==> src/fcp_pkg.sv <==
// Constants, register map and carrier types of the four-channel PWM core
// Function
// RULE_01: Four independent PWM channels, each with its own output pin.
// RULE_02: Every channel's internal output is high after reset.
// RULE_03: Software writes a one to each port latch bit before the pin follows.
// RULE_04: One shared 10-bit down counter, clocked by a prescaled system clock.
// RULE_05: On underflow the counter reloads from the period value and repeats.
// RULE_06: Period is 10 bits: low byte register plus bits 9:8 in high register.
// RULE_07: Frequency is counter clock over period+1; duty is duty over period+1.
// RULE_08: Each channel duty is 10 bits split over low and high registers.
// RULE_09: Setting the clear bit forces the down counter to a defined value.
// RULE_10: Program period and duty first; setting the run bit starts counting.
// RULE_11: Output high until count falls below duty, then low until underflow.
// RULE_12: Period and duty are double buffered; load plus underflow applies them.
// RULE_13: After the transfer the load bit clears itself by the next cycle.
// RULE_14: Duty zero holds output high; all ones or above period holds it low.
// RULE_15: Each channel has an invert bit that complements its pin waveform.
// RULE_16: Each underflow sets an underflow flag that raises no interrupt.
// RULE_17: Reserved bits 7:2 of every high register read zero, writes ignored.
package fcp_pkg;

    localparam int CH_NUM = 4;
    localparam int CNT_W  = 10;

    // Register indices; the byte address is four times the index
    localparam logic [7:0] IDX_PERIOD_HIGH = 8'hd1;
    localparam logic [7:0] IDX_PERIOD_LOW  = 8'hd9;
    localparam logic [7:0] IDX_DUTY_HIGH [CH_NUM] = '{8'hd2, 8'hd3, 8'hd5, 8'hd6};
    localparam logic [7:0] IDX_DUTY_LOW  [CH_NUM] = '{8'hda, 8'hdb, 8'hdd, 8'hde};
    localparam logic [7:0] IDX_CTRL        = 8'hdc;
    localparam logic [7:0] IDX_PRESCALE    = 8'he0;
    localparam logic [7:0] IDX_IRQ_STATUS  = 8'he1;
    localparam logic [7:0] IDX_IRQ_CLEAR   = 8'he2;
    localparam logic [7:0] IDX_IRQ_ENABLE  = 8'he3;
    localparam logic [7:0] IDX_PORT_LATCH  = 8'he4;

    // Field positions of the main control register, high register width and interrupt bit
    localparam int CTRL_RUN_BIT   = 7;
    localparam int CTRL_LOAD_BIT  = 6;
    localparam int CTRL_FLAG_BIT  = 5;
    localparam int CTRL_CLEAR_BIT = 4;
    localparam int HIGH_BITS_W    = 2;
    localparam int IRQ_XFER_BIT   = 0;

    // Reset values and special codes
    localparam logic [7:0]        CTRL_RESET     = 8'h00;
    localparam logic [7:0]        PRESCALE_RESET = 8'h00;
    localparam logic [CNT_W-1:0]  VALUE_RESET    = 10'h000;
    localparam logic [CNT_W-1:0]  COUNT_CLEARED  = 10'h000;
    localparam logic [CNT_W-1:0]  DUTY_ALL_ONES  = 10'h3ff;
    localparam logic [CH_NUM-1:0] OUT_RESET      = 4'hf;
    localparam logic [CH_NUM-1:0] LATCH_RESET    = 4'h0;
    localparam logic [CH_NUM-1:0] PIN_RESET      = 4'h0;

    // Classic Wishbone request from the master
    typedef struct packed {
        logic        cyc;
        logic        stb;
        logic        we;
        logic [9:0]  adr;
        logic [3:0]  sel;
        logic [31:0] dat;
    } fcp_wb_req_type;

    // Main control register layout
    typedef struct packed {
        logic              run;
        logic              load;
        logic              flag;
        logic              clear;
        logic [CH_NUM-1:0] inv;
    } fcp_ctrl_type;

endpackage

==> src/fcp_core.sv <==
// Four-channel PWM core with one shared down counter and Wishbone registers
//
// The Wishbone register port was chosen for this implementation.
`timescale 1ns/100ps
module fcp_core
    import fcp_pkg::*;
#(
    parameter int PRESC_W = 8
) (
    // Clock and reset
    input  wire logic           ref_clk,
    input  wire logic           rst_n,
    // Wishbone slave
    input  wire fcp_wb_req_type wb_req,
    output logic                wb_ack,
    output logic [31:0]         wb_dat,
    // Interrupt
    output logic                irq,
    // Channel pins
    output logic                channel0_output,
    output logic                channel1_output,
    output logic                channel2_output,
    output logic                channel3_output
);

    // Prescaler register is eight bits wide, the divider cannot be wider
    if (PRESC_W < 1 || PRESC_W > 8) begin : g_chk
        $error("PRESC_W must lie between 1 and 8");
    end

    logic                 ack_q;
    logic [31:0]          dat_q;
    logic                 acc;
    logic                 wr;
    logic [7:0]           idx;
    logic [7:0]           wdat;
    logic [7:0]           rd_d;
    logic                 wr_ctrl;
    logic [CNT_W-1:0]     per_buf_q;
    logic [CNT_W-1:0]     per_work_q;
    logic [CNT_W-1:0]     duty_buf_q  [CH_NUM];
    logic [CNT_W-1:0]     duty_work_q [CH_NUM];
    fcp_ctrl_type         ctrl_q;
    logic                 run_q;
    logic                 load_q;
    logic                 flag_q;
    logic                 clear_q;
    logic [CH_NUM-1:0]    inv_q;
    logic [PRESC_W-1:0]   psc_q;
    logic [PRESC_W-1:0]   psc_cnt_q;
    logic [CNT_W-1:0]     cnt_q;
    logic                 tick;
    logic                 unf;
    logic                 xfer;
    logic [CH_NUM-1:0]    out_q;
    logic [CH_NUM-1:0]    latch_q;
    logic [CH_NUM-1:0]    pin_q;
    logic                 sts_q;
    logic                 ien_q;
    logic                 irq_q;

    // Bus decode: a request is taken once, in the cycle before ack
    assign acc     = wb_req.cyc & wb_req.stb & ~ack_q;
    assign wr      = acc & wb_req.we & wb_req.sel[0];
    assign idx     = wb_req.adr[9:2];
    assign wdat    = wb_req.dat[7:0];
    assign wr_ctrl = wr & (idx == IDX_CTRL);

    // Control view: every field has its own flop, so each has one driver
    assign ctrl_q  = {run_q, load_q, flag_q, clear_q, inv_q};

    // Counter timing events; ticking at or past the divider means a
    // lowered divider never waits for the prescale counter to wrap
    assign tick = ctrl_q.run & ~ctrl_q.clear & (psc_cnt_q >= psc_q); // RULE_04
    assign unf  = tick & (cnt_q == COUNT_CLEARED);                   // RULE_05
    assign xfer = unf & ctrl_q.load;                                 // RULE_12

    // Bus answer one cycle after the request, unmapped reads give zero
    always_ff @(posedge ref_clk) begin
        if (!rst_n) begin
            ack_q <= 1'b0;
            dat_q <= 32'h0000_0000;
        end else begin
            ack_q <= acc;
            dat_q <= (acc & ~wb_req.we) ? {24'h00_0000, rd_d} : 32'h0000_0000;
        end
    end

    // Read multiplexer over every mapped register except the write-only interrupt clear
    always_comb begin
        rd_d = 8'h00;
        if (idx == IDX_PERIOD_LOW) begin
            rd_d = per_buf_q[7:0];
        end
        if (idx == IDX_PERIOD_HIGH) begin
            rd_d = {6'h00, per_buf_q[9:8]}; // RULE_17
        end
        for (int i = 0; i < CH_NUM; i++) begin
            if (idx == IDX_DUTY_LOW[i]) begin
                rd_d = duty_buf_q[i][7:0];
            end
            if (idx == IDX_DUTY_HIGH[i]) begin
                rd_d = {6'h00, duty_buf_q[i][9:8]}; // RULE_17
            end
        end
        if (idx == IDX_CTRL) begin
            rd_d = ctrl_q;
        end
        if (idx == IDX_PRESCALE) begin
            rd_d = 8'(psc_q);
        end
        if (idx == IDX_IRQ_STATUS) begin
            rd_d = {7'h00, sts_q};
        end
        if (idx == IDX_IRQ_ENABLE) begin
            rd_d = {7'h00, ien_q};
        end
        if (idx == IDX_PORT_LATCH) begin
            rd_d = {4'h0, latch_q};
        end
    end

    // Holding registers take writes at any time without disturbing output
    always_ff @(posedge ref_clk) begin
        if (!rst_n) begin
            per_buf_q <= VALUE_RESET;
            for (int i = 0; i < CH_NUM; i++) begin
                duty_buf_q[i] <= VALUE_RESET;
            end
        end else begin
            if (wr && idx == IDX_PERIOD_LOW) begin
                per_buf_q[7:0] <= wdat; // RULE_06
            end
            if (wr && idx == IDX_PERIOD_HIGH) begin
                per_buf_q[9:8] <= wdat[HIGH_BITS_W-1:0]; // RULE_06
            end
            for (int i = 0; i < CH_NUM; i++) begin
                if (wr && idx == IDX_DUTY_LOW[i]) begin
                    duty_buf_q[i][7:0] <= wdat; // RULE_08
                end
                if (wr && idx == IDX_DUTY_HIGH[i]) begin
                    duty_buf_q[i][9:8] <= wdat[HIGH_BITS_W-1:0]; // RULE_08
                end
            end
        end
    end

    // Working copies change only at an underflow with load pending
    always_ff @(posedge ref_clk) begin
        if (!rst_n) begin
            per_work_q <= VALUE_RESET;
            for (int i = 0; i < CH_NUM; i++) begin
                duty_work_q[i] <= VALUE_RESET;
            end
        end else if (xfer) begin
            per_work_q <= per_buf_q; // RULE_12
            for (int i = 0; i < CH_NUM; i++) begin
                duty_work_q[i] <= duty_buf_q[i]; // RULE_12
            end
        end
    end

    // Run and invert bits follow software; clear is a one-cycle pulse
    always_ff @(posedge ref_clk) begin
        if (!rst_n) begin
            run_q   <= CTRL_RESET[CTRL_RUN_BIT];
            clear_q <= CTRL_RESET[CTRL_CLEAR_BIT];
            inv_q   <= CTRL_RESET[CH_NUM-1:0];
        end else begin
            clear_q <= wr_ctrl & wdat[CTRL_CLEAR_BIT]; // RULE_09
            if (wr_ctrl) begin
                run_q <= wdat[CTRL_RUN_BIT]; // RULE_10
                inv_q <= wdat[CH_NUM-1:0];   // RULE_15
            end
        end
    end

    // Load bit: a write in the transfer cycle wins over the auto-clear
    always_ff @(posedge ref_clk) begin
        if (!rst_n) begin
            load_q <= CTRL_RESET[CTRL_LOAD_BIT];
        end else if (wr_ctrl) begin
            load_q <= wdat[CTRL_LOAD_BIT];
        end else if (xfer) begin
            load_q <= 1'b0; // RULE_13
        end
    end

    // Underflow flag: hardware set wins over a software clear
    always_ff @(posedge ref_clk) begin
        if (!rst_n) begin
            flag_q <= CTRL_RESET[CTRL_FLAG_BIT];
        end else if (unf) begin
            flag_q <= 1'b1; // RULE_16
        end else if (wr_ctrl) begin
            flag_q <= wdat[CTRL_FLAG_BIT];
        end
    end

    // Prescaler setting, divide by value plus one
    always_ff @(posedge ref_clk) begin
        if (!rst_n) begin
            psc_q <= PRESCALE_RESET[PRESC_W-1:0];
        end else if (wr && idx == IDX_PRESCALE) begin
            psc_q <= wdat[PRESC_W-1:0];
        end
    end

    // Prescale counter restarts whenever the core stops or is cleared
    always_ff @(posedge ref_clk) begin
        if (!rst_n) begin
            psc_cnt_q <= '0;
        end else if (!ctrl_q.run || ctrl_q.clear || tick) begin
            psc_cnt_q <= '0;
        end else begin
            psc_cnt_q <= psc_cnt_q + 1'b1; // RULE_04
        end
    end

    // Shared down counter; period+1 counts per cycle sets the rate
    always_ff @(posedge ref_clk) begin
        if (!rst_n) begin
            cnt_q <= COUNT_CLEARED;
        end else if (ctrl_q.clear) begin
            cnt_q <= COUNT_CLEARED; // RULE_09
        end else if (unf) begin
            // Reload takes the new period in the same cycle as the transfer
            cnt_q <= ctrl_q.load ? per_buf_q : per_work_q; // RULE_05 RULE_07
        end else if (tick) begin
            cnt_q <= cnt_q - 1'b1; // RULE_04
        end
    end

    // Compare stage; outputs freeze at their last level when halted
    always_ff @(posedge ref_clk) begin
        if (!rst_n) begin
            out_q <= OUT_RESET; // RULE_02
        end else if (ctrl_q.run) begin
            for (int i = 0; i < CH_NUM; i++) begin
                // All ones is low even when the period is also all ones
                out_q[i] <= (duty_work_q[i] != DUTY_ALL_ONES) && // RULE_14
                            (cnt_q >= duty_work_q[i]);     // RULE_11 RULE_07
            end
        end
    end

    // Port latch register gating each pin
    always_ff @(posedge ref_clk) begin
        if (!rst_n) begin
            latch_q <= LATCH_RESET;
        end else if (wr && idx == IDX_PORT_LATCH) begin
            latch_q <= wdat[CH_NUM-1:0];
        end
    end

    // Pins: a cleared latch pulls the pin low like a wired-AND port
    always_ff @(posedge ref_clk) begin
        if (!rst_n) begin
            pin_q <= PIN_RESET;
        end else begin
            pin_q <= latch_q & (out_q ^ ctrl_q.inv); // RULE_03 RULE_15 RULE_01
        end
    end

    // Transfer-done status, set wins over clear
    always_ff @(posedge ref_clk) begin
        if (!rst_n) begin
            sts_q <= 1'b0;
        end else if (xfer) begin
            sts_q <= 1'b1;
        end else if (wr && idx == IDX_IRQ_CLEAR && wdat[IRQ_XFER_BIT]) begin
            sts_q <= 1'b0;
        end
    end

    // Interrupt enable and level output
    always_ff @(posedge ref_clk) begin
        if (!rst_n) begin
            ien_q <= 1'b0;
            irq_q <= 1'b0;
        end else begin
            irq_q <= sts_q & ien_q;
            if (wr && idx == IDX_IRQ_ENABLE) begin
                ien_q <= wdat[IRQ_XFER_BIT];
            end
        end
    end

    // Outputs straight from flip-flops
    assign wb_ack          = ack_q;
    assign wb_dat          = dat_q;
    assign irq             = irq_q;
    assign channel0_output = pin_q[0];
    assign channel1_output = pin_q[1];
    assign channel2_output = pin_q[2];
    assign channel3_output = pin_q[3];
endmodule

==> config.mk <==
export PLATFORM = sky130hd
export DESIGN_NAME = fcp_core
export DESIGN_NICKNAME = d
export VERILOG_FILES = /design/src/fcp_pkg.sv /design/src/fcp_core.sv
export SDC_FILE = /design/constraint.sdc
export NUM_CORES = 1
export LEC_CHECK = 0
export ABC_AREA = 1
export BUFFER_PORTS_ARGS = -buffer_cell sky130_fd_sc_hd__buf_2
export CAP_MARGIN = 20
export CORE_MARGIN = 2
export CORE_UTILIZATION = 59
export CTS_CLUSTER_DIAMETER = 40
export CTS_CLUSTER_SIZE = 8
export DETAILED_ROUTE_END_ITERATION = 6
export GPL_TIMING_DRIVEN = 1
export MAX_ROUTING_LAYER = met4
export PLACE_DENSITY = 0.8
export REMOVE_ABC_BUFFERS = 1
export SYNTH_ARGS = -nofsm -noshare
export SYNTH_HDL_FRONTEND = slang
export SYNTH_SLANG_ARGS = --single-unit
export TNS_END_PERCENT = 5
==> constraint.sdc <==
create_clock -name ref_clk -period 3.28 [get_ports ref_clk]
set_input_delay 0.328 -clock ref_clk [delete_from_list [all_inputs] [get_ports ref_clk]]
set_output_delay 0.328 -clock ref_clk [all_outputs]
set_load 0.005 [all_outputs]
==> results.cfg, run 1 <==
[sta]
timing.clock.skew_ns = 0.00692
layout_worst_path_cycle_share_pct = 84.3
timing.setup.tns_ns = 0
worstMarginPinSlew_ns = 0.752
rsz_0062_raised_after_global_routing = no
worst_slew_margin_relative_to_its_limit_pct = 49.2
min_period_ns = 2.77
max_freq_mhz = 362
final-hold-violation-count = 0
setup-violations-final = 0
final_max_slew_viol_count = 0

[setup_path]
cpMaxStageDelayCell = sky130_fd_sc_hd__dfxtp_1
ff2ff_setup_slack_ns = 0.51
critPathBufInv = 4
critPathRequiredTime_ns = 3.46
setup.worst_path.start_class = register
crit-reg2reg-launch = psc_q[3]
cp_slowest_stage_delay_ns = 0.36
timing.critical_path.to_type = register
cp_cell_sequence = inv_1 -> ha_1 -> a21oi_1 -> o21ai_0 -> nand2_1 -> o2111ai_2 -> nand2_4 -> clkinv_2 -> nand3_4 -> nor2_8 -> inv_4 -> buf_12 -> nor2_2
reg2reg_to = duty_work_q[3][0]
path_max_fanout = 25
critPathArrivalTime_ns = 2.94
reg2reg_depth = 13
path_delay_family = buffers and inverters
timing.setup.critical_path_class = register to register

[grt]
track_usage_pct = 28.8
final_global_route_overflow_total = 0
grt_start_max_net_pins = 35
number_of_global_route_vias_before_repair = 6304
grt_pass1_wl_um = 31900
antenna_violations_before_repair = 1

[clocking]
source_to_sink_clock_delay_at_the_later_pin_of_the_worst_skew_pair_ns = 0.43
maximum_buffer_depth_of_the_clock_tree = 2
clock_sinks = 158
cts_hold_repair.buffers = 0
tritoncts = yes
root_buffer = sky130_fd_sc_hd__clkbuf_16
cts-buffers-inserted = 17
cts-resized-gates = 0
clk_pin_slew_ns = 0.06
postCtsSetupBuffers = 0
h-tree-depth = 4

[synthesis]
synthesis.instances = 981
synth.area.top_cells = sky130_fd_sc_hd__edfxtp_1 29%, sky130_fd_sc_hd__dfxtp_1 19%, sky130_fd_sc_hd__inv_1 7.6%
post_synth.cell_area_avg_um2 = 8.59
synth_sequential_area_ratio_pct = 47.1
synth_top_area_share_pct = 28.5
yosysUniqueCellTypes = 47
synth-seq-cells = 158
synth-async-reset-ratio_pct = 0
synthesis.area_um2 = 8420
yosysTopAreaCell = sky130_fd_sc_hd__edfxtp_1
most_used_flip_flop_cell_after_synthesis = sky130_fd_sc_hd__edfxtp_1
ys_warn_count = 0
synth-edff-count = 80

[route]
detailedRoute.firstPassIterationCount = 6
wire_length_after_detailed_routing_um = 20000
detail-route-antenna-nets = 0
dr_total_vias = 6775
route.detailed.wl_per_inst_um = 16.4
viasPerCell = 5.57
detail_route.iter0.violations = 698
drcViolationCount = 0

[power]
finalPower_w = 0.00425
power-per-cell-area_nw_per_um2 = 457
total_leakage_power_nw = 4.10
vdd.ir_drop.worst_uv = 376

[floorplan]
core.rowCount = 43
die_width_um = 123
fp.coreArea_um2 = 13900
io_pins = 89
start_util_pct = 60.5
die_height_um = 123
design.die.area_um2 = 15200

[placed_design]
detailed_place_hpwl_um = 14700
input_output_buffers = 35
gp_congestion = 0.895

[layout]
finalNetCount = 1124
post_route_cells_drive_above_1_share_pct = 12.8
final.fill_count = 1125
area_delta_synth_final_pct = 10.3

[run_status]
status = completed

[worst_hold_path]
hold-path-cell-count = 3
hold_path.class = primary input to register
hold_end = load_q
hold_start = wb_req[6]

[run]
max_cap_viol_count = 0
-- through the flow --
| stage | worst slack [ns] | util [%] | cells | hold slack (ns) | instance area [um2] |
|---|---|---|---|---|---|
| 6_report | 0.514 | 66.7 | 1217 | 0.182 | 9290 |
| 5_1_grt | 0.298 | 66.7 | 1217 | 0.185 | 9290 |
| 4_1_cts | 0.560 | 66.7 | 1216 | 0.167 | 9290 |
| 3_5_place_dp | 0.559 | 62.5 | 1184 | 0.437 | 8700 |
| 3_3_place_gp | 0.615 | 62.5 | 1184 | 0.431 | 8700 |
| 2_1_floorplan | 0.794 | - | 959 | 0.419 | 8200 |
-- worst max path at each step --
stage,depth (start not counted),start,slack [ns],to
final,13,psc_q[3],0.51,duty_work_q[3][0]
after global routing,14,psc_q[3],0.30,per_work_q[4]
after CTS,13,psc_q[3],0.56,duty_work_q[3][0]
after detailed placement,13,psc_q[3],0.56,duty_work_q[3][0]
after global placement,13,psc_q[3],0.61,duty_work_q[3][3]
after floorplan,13,psc_q[7],0.79,per_work_q[4]
-- where the power goes --
group | switching (W) | internal, W
Sequential | 0.0000199 | 0.00211
Clock | 0.000753 | 0.00120
Combinational | 0.000131 | 0.0000434
-- routing by layer --
layer / vias up / GRT usage, % / share of wire (%)
met5: - / - / 0
met4: 0 / 12.6 / 3.4
met3: 55 / 6.04 / 6.7
met2: 274 / 43.9 / 47
met1: 3157 / 37.2 / 43
li1: 3289 / - / -
-- worst register-to-register path: stages (launching register included) --
cell	delay, ns
sky130_fd_sc_hd__dfxtp_1	0.36
sky130_fd_sc_hd__inv_1	0.06
sky130_fd_sc_hd__ha_1	0.30
sky130_fd_sc_hd__a21oi_1	0.13
sky130_fd_sc_hd__o21ai_0	0.12
sky130_fd_sc_hd__nand2_1	0.10
sky130_fd_sc_hd__o2111ai_2	0.14
sky130_fd_sc_hd__nand2_4	0.21
sky130_fd_sc_hd__clkinv_2	0.26
sky130_fd_sc_hd__nand3_4	0.18
sky130_fd_sc_hd__nor2_8	0.06
sky130_fd_sc_hd__inv_4	0.27
sky130_fd_sc_hd__buf_12	0.28
sky130_fd_sc_hd__nor2_2	0.07
-- kinds of logic (layout without fill, tap and decap cells) --
| group | after synthesis | count (layout) | synth area share (%) |
|---|---|---|---|
| buffers and inverters | 218 | 250 | 11.4 |
| AOI/OAI and AO/OA | 187 | 187 | 12.6 |
| DFF | 158 | 158 | 47.1 |
| other | 1 | 25 | 0.0445 |
| and+or+nand+nor | 358 | 358 | 20.6 |
| adders and majority gates | 50 | 50 | 7.43 |
| xor gates and xnor gates | 9 | 9 | 0.936 |
-- area by class of cell --
class / count / area [um2] / share of cell area (%)
Antenna cell: 1 / 2.50 / 0.0269
Clock buffer: 28 / 539 / 5.80
Clock inverter: 4 / 48.8 / 0.525
Inverter: 173 / 653 / 7.03
Multi-Input combinational cell: 628 / 3590 / 38.6
Sequential cell: 158 / 3960 / 42.6
Tap cell: 180 / 225 / 2.42
Timing Repair Buffer: 45 / 275 / 2.96
-- cell usage after synthesis (2+ instances only) --
master                      count
sky130_fd_sc_hd__a21oi_1       77
sky130_fd_sc_hd__a221oi_1       5
sky130_fd_sc_hd__and3_1         3
sky130_fd_sc_hd__buf_2          6
sky130_fd_sc_hd__buf_4         26
sky130_fd_sc_hd__buf_6          3
sky130_fd_sc_hd__clkbuf_1       8
sky130_fd_sc_hd__dfxtp_1       78
sky130_fd_sc_hd__edfxtp_1      80
sky130_fd_sc_hd__ha_1          50
sky130_fd_sc_hd__inv_1        171
sky130_fd_sc_hd__nand2_1      136
sky130_fd_sc_hd__nand2_2        2
sky130_fd_sc_hd__nand3_1       34
sky130_fd_sc_hd__nand4_1       21
sky130_fd_sc_hd__nor2_1        96
sky130_fd_sc_hd__nor2_2        34
sky130_fd_sc_hd__nor2_4        11
sky130_fd_sc_hd__nor2_8         2
sky130_fd_sc_hd__nor3_1         7
sky130_fd_sc_hd__nor3_2         3
sky130_fd_sc_hd__o2111ai_1      2
sky130_fd_sc_hd__o211ai_1       9
sky130_fd_sc_hd__o21a_1         3
sky130_fd_sc_hd__o21ai_0       72
sky130_fd_sc_hd__o221ai_1       4
sky130_fd_sc_hd__o22ai_1        3
sky130_fd_sc_hd__o41ai_1        7
sky130_fd_sc_hd__or2_2          3
sky130_fd_sc_hd__xnor2_1        3
sky130_fd_sc_hd__xor2_1         6
-- placed cells by master, fill, tap and decap left out, types with 8 or more instances in the layout --
cell type                   Yosys  layout
sky130_fd_sc_hd__a21oi_1       77      77
sky130_fd_sc_hd__buf_2          6      35
sky130_fd_sc_hd__buf_4         26       8
sky130_fd_sc_hd__clkbuf_16      0      19
sky130_fd_sc_hd__conb_1         1      24
sky130_fd_sc_hd__dfxtp_1       78      78
sky130_fd_sc_hd__edfxtp_1      80      80
sky130_fd_sc_hd__ha_1          50      50
sky130_fd_sc_hd__inv_1        171     171
sky130_fd_sc_hd__nand2_1      136     136
sky130_fd_sc_hd__nand3_1       34      34
sky130_fd_sc_hd__nand4_1       21      21
sky130_fd_sc_hd__nor2_1        96      96
sky130_fd_sc_hd__nor2_2        34      34
sky130_fd_sc_hd__nor2_4        11      11
sky130_fd_sc_hd__o211ai_1       9       9
sky130_fd_sc_hd__o21ai_0       72      72
-- flip-flops by register name, indices dropped and copies added (netlist names) --
name         cells
wb_ack           1
clear_q          1
out_q            4
latch_q          4
irq              1
psc_q            8
duty_work_q     40
sts_q            1
duty_buf_q      40
inv_q            4
pin_q            4
load_q           1
flag_q           1
run_q            1
ien_q            1
psc_cnt_q        8
per_work_q      10
per_buf_q       10
wb_dat           8
cnt_q           10
No activity file was read; power rests on OpenSTA's default activity.
==> run 2: changes to the inputs <==
CORE_UTILIZATION = 54   (was 59)
PLACE_DENSITY = 0.77   (was 0.8)
clock period = 2.25 ns   (was 3.28 ns; I/O delays follow)
==> run 2 against run 1 <==
Compared with the run above: register-to-register slack worse by 0.43 ns; sequential share of layout area decreased by 0.86 points; design area is 2.0% higher; setup slack got worse by 0.43 ns; combinational power up 48%; via count hardly changed; non-clock buffer count rose by 19; final cell count rose by 2.2%; global-route usage is 2.7 points lower; critical path type unchanged; largest cell class unchanged; highest routed layer unchanged.
==> results.cfg, run 2 (synthesis gave the netlist of run 1 again) <==
[setup_path]
timing.setup.critical_path_class = register to register
setup.worst_path.start_class = register
cp_slowest_stage_delay_ns = 0.34
cpMaxStageDelayCell = sky130_fd_sc_hd__dfxtp_1
path_max_fanout = 11
cp_cell_sequence = inv_1 -> ha_1 -> a21oi_1 -> o21ai_0 -> nand2_1 -> o2111ai_2 -> nand2_4 -> clkinv_2 -> nand3_4 -> nor2_8 -> inv_8 -> clkbuf_16 -> nor2_2
reg2reg_to = duty_work_q[0][0]
ff2ff_setup_slack_ns = 0.08
timing.critical_path.to_type = register
reg2reg_depth = 13
critPathArrivalTime_ns = 2.36
crit-reg2reg-launch = psc_q[3]
critPathRequiredTime_ns = 2.44

[floorplan]
die_width_um = 129
die_height_um = 129
core.rowCount = 45
design.die.area_um2 = 16600
fp.coreArea_um2 = 15200
start_util_pct = 55.4
io_pins = 89

[grt]
track_usage_pct = 26.1
grt_start_max_net_pins = 55
grt_pass1_wl_um = 31900
final_global_route_overflow_total = 0
antenna_violations_before_repair = 1
number_of_global_route_vias_before_repair = 6290

[route]
route.detailed.wl_per_inst_um = 16.1
wire_length_after_detailed_routing_um = 20000
viasPerCell = 5.45
detailedRoute.firstPassIterationCount = 5
dr_total_vias = 6781
drcViolationCount = 0
detail-route-antenna-nets = 0
detail_route.iter0.violations = 675

[clocking]
clk_pin_slew_ns = 0.07
cts-buffers-inserted = 17
tritoncts = yes
source_to_sink_clock_delay_at_the_later_pin_of_the_worst_skew_pair_ns = 0.44
clock_sinks = 158
postCtsSetupBuffers = 0
maximum_buffer_depth_of_the_clock_tree = 2
root_buffer = sky130_fd_sc_hd__clkbuf_16
h-tree-depth = 4

[power]
vdd.ir_drop.worst_uv = 603
internal_power_w = 0.00470
power-per-cell-area_nw_per_um2 = 650
clk_pwr_share_pct = 45.6
total_leakage_power_nw = 4.21
combPwrFrac_pct = 4.2
power.switching_fraction_pct = 23.8
power.switching_w = 0.00147
power.share.sequential_pct = 50.2

[placed_design]
gp_congestion = 0.931
detailed_place_hpwl_um = 15200
numPlacedInstances = 1210
input_output_buffers = 35

[layout]
area_delta_synth_final_pct = 12.6
layout_commonest_cell = sky130_fd_sc_hd__inv_1
post_route_cells_drive_above_1_share_pct = 15.0
most-common-layout-cells = 171 x sky130_fd_sc_hd__inv_1, 136 x sky130_fd_sc_hd__nand2_1, 96 x sky130_fd_sc_hd__nor2_1, 80 x sky130_fd_sc_hd__edfxtp_1, 78 x sky130_fd_sc_hd__dfxtp_1
finalNonFillerCells = 1244
finalNetCount = 1143
utilization_pct = 62.4
biggestRegsByFlops = duty_buf_q (40), duty_work_q (40)

[sta]
worst_slew_margin_relative_to_its_limit_pct = 49.7
rsz_0062_raised_after_global_routing = yes
layout_worst_path_cycle_share_pct = 96.4
final-hold-violation-count = 0
timing.setup.tns_ns = 0
max_freq_mhz = 461
final_max_slew_viol_count = 0
setup-violations-final = 0
min_period_ns = 2.17
timing.clock.skew_ns = 0.00897
worstMarginPinSlew_ns = 0.745
finalHoldWorstSlack_ns = 0.0917

[worst_hold_path]
hold_path.class = primary input to register
hold_start = wb_req[6]
hold-path-cell-count = 3
hold_end = load_q

[run]
max_cap_viol_count = 0

[run_status]
status = completed
run 2: changes by cell type in the layout (fill, tap and decap cells not counted), sizes merged:
| cell | change |
|---|---|
| inv | +10 |
| clkinvlp | +1 |
| buf | +18 |
| clkbuf | -10 |
run 2: worst max-delay path by stage:
stage	slack, ns	startpoint	endpoint
6_report	0.08	psc_q[3]	duty_work_q[0][0]
5_1_grt	-0.03	psc_q[3]	duty_work_q[3][7]
4_1_cts	0.02	psc_q[3]	duty_work_q[0][0]
3_5_place_dp	0.05	psc_q[3]	duty_work_q[0][7]
3_3_place_gp	0.05	psc_q[3]	duty_work_q[0][3]
2_1_floorplan	-0.24	psc_q[7]	per_work_q[4]
run 2: per-layer routing:
metal	wire, um	part of all wire [%]	GRT usage, %	vias to the layer above
li1	-	-	-	3334
met3	1370	6.8	6.32	59
met4	774	3.9	11.7	0
met1	8610	43	33.2	3111
met2	9290	46	39.7	277
met5	0	0	-	-
run 2: power by group through the flow:
stage | Sequential (W) | Combinational, W | Clock, W
finish | 0.00310 | 0.000258 | 0.00281
global route | 0.00310 | 0.000288 | 0.00298
CTS | 0.00310 | 0.000255 | 0.00284
detailed placement | 0.00316 | 0.000254 | 0
global placement | 0.00316 | 0.000248 | 0
floorplan | 0.00315 | 0.000145 | 0
run 2: worst max-delay path: cells and delay by family (launching register included):
family          cells  cell delay (ns)
compound gates      3             0.39
buf+inv             4             0.47
simple gates        5             0.40
flops               1             0.34
fa+ha+maj           1             0.30
run 2: stage by stage:
stage	area, um2	total power [W]	setup slack [ns]
finish	9480	0.00617	0.0810
global route	9480	0.00637	-0.0286
CTS	9450	0.00619	0.0241
detailed placement	8870	0.00341	0.0470
global placement	8870	0.00341	0.0502
floorplan	8200	0.00329	-0.236
run 2: area by class of cell:
class                      instances  area [um2]
tap                              188         235
multi-input combinational        628        3590
timing repair buffer              64         460
clock inverter                    15         153
inverter                         173         658
fill                            1240        5720
clock buffer                      17         425
antenna                            1        2.50
sequential                       158        3960
run 2: repair_timing:
action / 4_1_cts / 5_1_grt
endpoints found under the setup margin: 0 / 35
hold buffers: 0 / 0
resized for setup: 0 / 2
==> run 3: changes to the inputs <==
GPL_TIMING_DRIVEN = 0   (was 1)
==> run 3 against run 2 <==
Compared with the run above: the flow now finishes with violations (negative setup slack); die area stayed put; combinational power is 2% lower; core utilization increased by 1.3 points; total power rose by 0.62%; global-route usage grew 0.42 points; design area up 2.0%; wire length rose by 6.3%; sequential cell count unchanged; clock power rose by 2%; count of clock-buffer cells in the layout increased by 1; register-to-register slack worse by 0.12 ns.
==> results.cfg, run 3 (synthesis gave the netlist of run 1 again) <==
[run_status]
status = complete, but fails checks
violations_in_the_final_reports = negative setup slack

[layout]
layout_commonest_cell = sky130_fd_sc_hd__inv_1
post_route_cells_drive_above_1_share_pct = 17.8
finalNetCount = 1132
finalNonFillerCells = 1232
antenna_cells_inserted = 0
final-seq-area_um2 = 3980
biggestRegsByFlops = duty_buf_q (40), duty_work_q (40)
total_area_of_multi_input_combinational_cells_um2 = 3800
final.fill_count = 1221
area_delta_synth_final_pct = 14.9
most-common-layout-cells = 162 x sky130_fd_sc_hd__inv_1, 130 x sky130_fd_sc_hd__nand2_1, 93 x sky130_fd_sc_hd__nor2_1, 80 x sky130_fd_sc_hd__edfxtp_1, 75 x sky130_fd_sc_hd__a21oi_1

[power]
clk_pwr_share_pct = 46.0
power.switching_w = 0.00143
power.switching_fraction_pct = 23.0
internal_power_w = 0.00478
power.share.sequential_pct = 49.9
total_leakage_power_nw = 4.15
power-per-cell-area_nw_per_um2 = 642
combPwrFrac_pct = 4.1
vdd.ir_drop.worst_uv = 579

[clocking]
h-tree-depth = 4
cts-buffers-inserted = 17
source_to_sink_clock_delay_at_the_later_pin_of_the_worst_skew_pair_ns = 0.43
cts_hold_repair.buffers = 0
root_buffer = sky130_fd_sc_hd__clkbuf_16
maximum_buffer_depth_of_the_clock_tree = 2
clock_sinks = 158
tritoncts = yes
clk_pin_slew_ns = 0.06

[grt]
antenna_violations_before_repair = 0
grt_pass1_wl_um = 32000
final_global_route_overflow_total = 0
number_of_global_route_vias_before_repair = 6180
track_usage_pct = 26.5
grt_start_max_net_pins = 58

[sta]
worst_slack_ns = -0.0362
final_max_slew_viol_count = 0
min_period_ns = 2.29
worst_slew_margin_relative_to_its_limit_pct = 47.4
rsz_0062_raised_after_global_routing = yes
layout_worst_path_cycle_share_pct = 102
timing.setup.tns_ns = -0.169
worstMarginPinSlew_ns = 0.779
setup-violations-final = 6
timing.clock.skew_ns = 0.00770
max_freq_mhz = 437
final-hold-violation-count = 0

[route]
detailedRoute.firstPassIterationCount = 5
detail_route.iter0.violations = 796
detail-route-antenna-nets = 0
route.detailed.wl_per_inst_um = 17.3
drcViolationCount = 0
dr_total_vias = 6867
wire_length_after_detailed_routing_um = 21300
viasPerCell = 5.57

[floorplan]
fp.coreArea_um2 = 15200
die_height_um = 129
die_width_um = 129
start_util_pct = 55.4
design.die.area_um2 = 16600
core.rowCount = 45
io_pins = 89

[setup_path]
critPathRequiredTime_ns = 2.43
path_max_fanout = 8
timing.critical_path.to_type = register
critPathArrivalTime_ns = 2.47
timing.setup.critical_path_class = register to register
setup.worst_path.start_class = register

[placed_design]
numPlacedInstances = 1182
gp_congestion = 0.961
detailed_place_hpwl_um = 14400
input_output_buffers = 35

[run]
max_cap_viol_count = 0

[worst_hold_path]
hold_path.class = primary input to register
## run 3: changes by cell type in the layout (fill, tap and decap cells not counted), moves of 6 or more
cell                      before  now
sky130_fd_sc_hd__buf_4        24    8
sky130_fd_sc_hd__dfxtp_1      78   67
sky130_fd_sc_hd__dfxtp_2       0   11
sky130_fd_sc_hd__inv_1       171  162
sky130_fd_sc_hd__nor2_4       11   19
sky130_fd_sc_hd__ha_1         50   43
sky130_fd_sc_hd__inv_2         0    7
sky130_fd_sc_hd__ha_4          0    6
sky130_fd_sc_hd__nand2_1     136  130
## run 3: final timing paths
| check | depth (start not counted) | from | slack, ns | to |
|---|---|---|---|---|
| hold / removal | 3 | wb_req[6] | 0.12 | load_q |
| setup / recovery | 14 | psc_q[1] | -0.04 | duty_work_q[3][8] |
| setup reg to reg | 14 | psc_q[1] | -0.04 | duty_work_q[3][8] |
| hold reg to reg | 1 | psc_cnt_q[0] | 0.44 | psc_cnt_q[0] |
## run 3: final cells by class
| type | instances | share of cell area (%) |
|---|---|---|
| clock buffers | 18 | 4.44 |
| clock inverters | 14 | 1.63 |
| inverters | 173 | 7.19 |
| multi-input cells | 630 | 39.3 |
| flip-flops and latches | 158 | 41.1 |
| well taps | 188 | 2.43 |
| repair buffers | 46 | 3.12 |
| repair inverters | 5 | 0.776 |
## run 3: timing repair
action                                  4_1_cts  5_1_grt
resized for setup                            16       56
setup buffers                                 6        5
gates cloned                                  3        4
endpoints found under the hold margin         0        0
endpoints found under the setup margin      116      144
pin swaps                                     3       16
## run 3: critical path: stages (launching register included)
cell and delay [ns]:
sky130_fd_sc_hd__dfxtp_1 0.34, sky130_fd_sc_hd__inv_2 0.06, sky130_fd_sc_hd__ha_4 0.24, sky130_fd_sc_hd__a21oi_2 0.15
sky130_fd_sc_hd__o21ai_2 0.08, sky130_fd_sc_hd__nand2_2 0.09, sky130_fd_sc_hd__o2111ai_4 0.15, sky130_fd_sc_hd__nand2_4 0.18
sky130_fd_sc_hd__clkinv_8 0.07, sky130_fd_sc_hd__nand3_4 0.17, sky130_fd_sc_hd__nor2_8 0.04, sky130_fd_sc_hd__buf_12 0.19
sky130_fd_sc_hd__buf_12 0.15, sky130_fd_sc_hd__inv_8 0.08, sky130_fd_sc_hd__nor2_2 0.04
## run 3: per-layer routing
layer | share of wire (%) | up-vias | global-route usage [%]
li1 | - | 3308 | -
met1 | 40 | 3167 | 33.0
met4 | 3.3 | 0 | 10.1
met3 | 8.8 | 53 | 6.53
met2 | 48 | 339 | 42.0
met5 | 0 | - | -
## run 3: through the flow
stage	total power [W]	util, %	hold WS (ns)	setup slack (ns)	instance area, um2
6_report	0.00621	63.6	0.120	-0.0362	9680
4_1_cts	0.00621	61.5	0.110	-0.0499	9350
3_3_place_gp	0.00339	56.7	0.430	-0.739	8610
2_1_floorplan	0.00329	-	0.363	-0.236	8200
5_1_grt	0.00638	63.6	0.119	-0.124	9680
3_5_place_dp	0.00340	56.7	0.434	-0.804	8610
## run 3: power groups by stage
stage | combinational, W | sequential (W) | clock (W)
final | 0.000252 | 0.00310 | 0.00286
after floorplan | 0.000145 | 0.00315 | 0
after global placement | 0.000230 | 0.00316 | 0
after global routing | 0.000282 | 0.00310 | 0.00300
after CTS | 0.000243 | 0.00310 | 0.00287
after detailed placement | 0.000236 | 0.00316 | 0
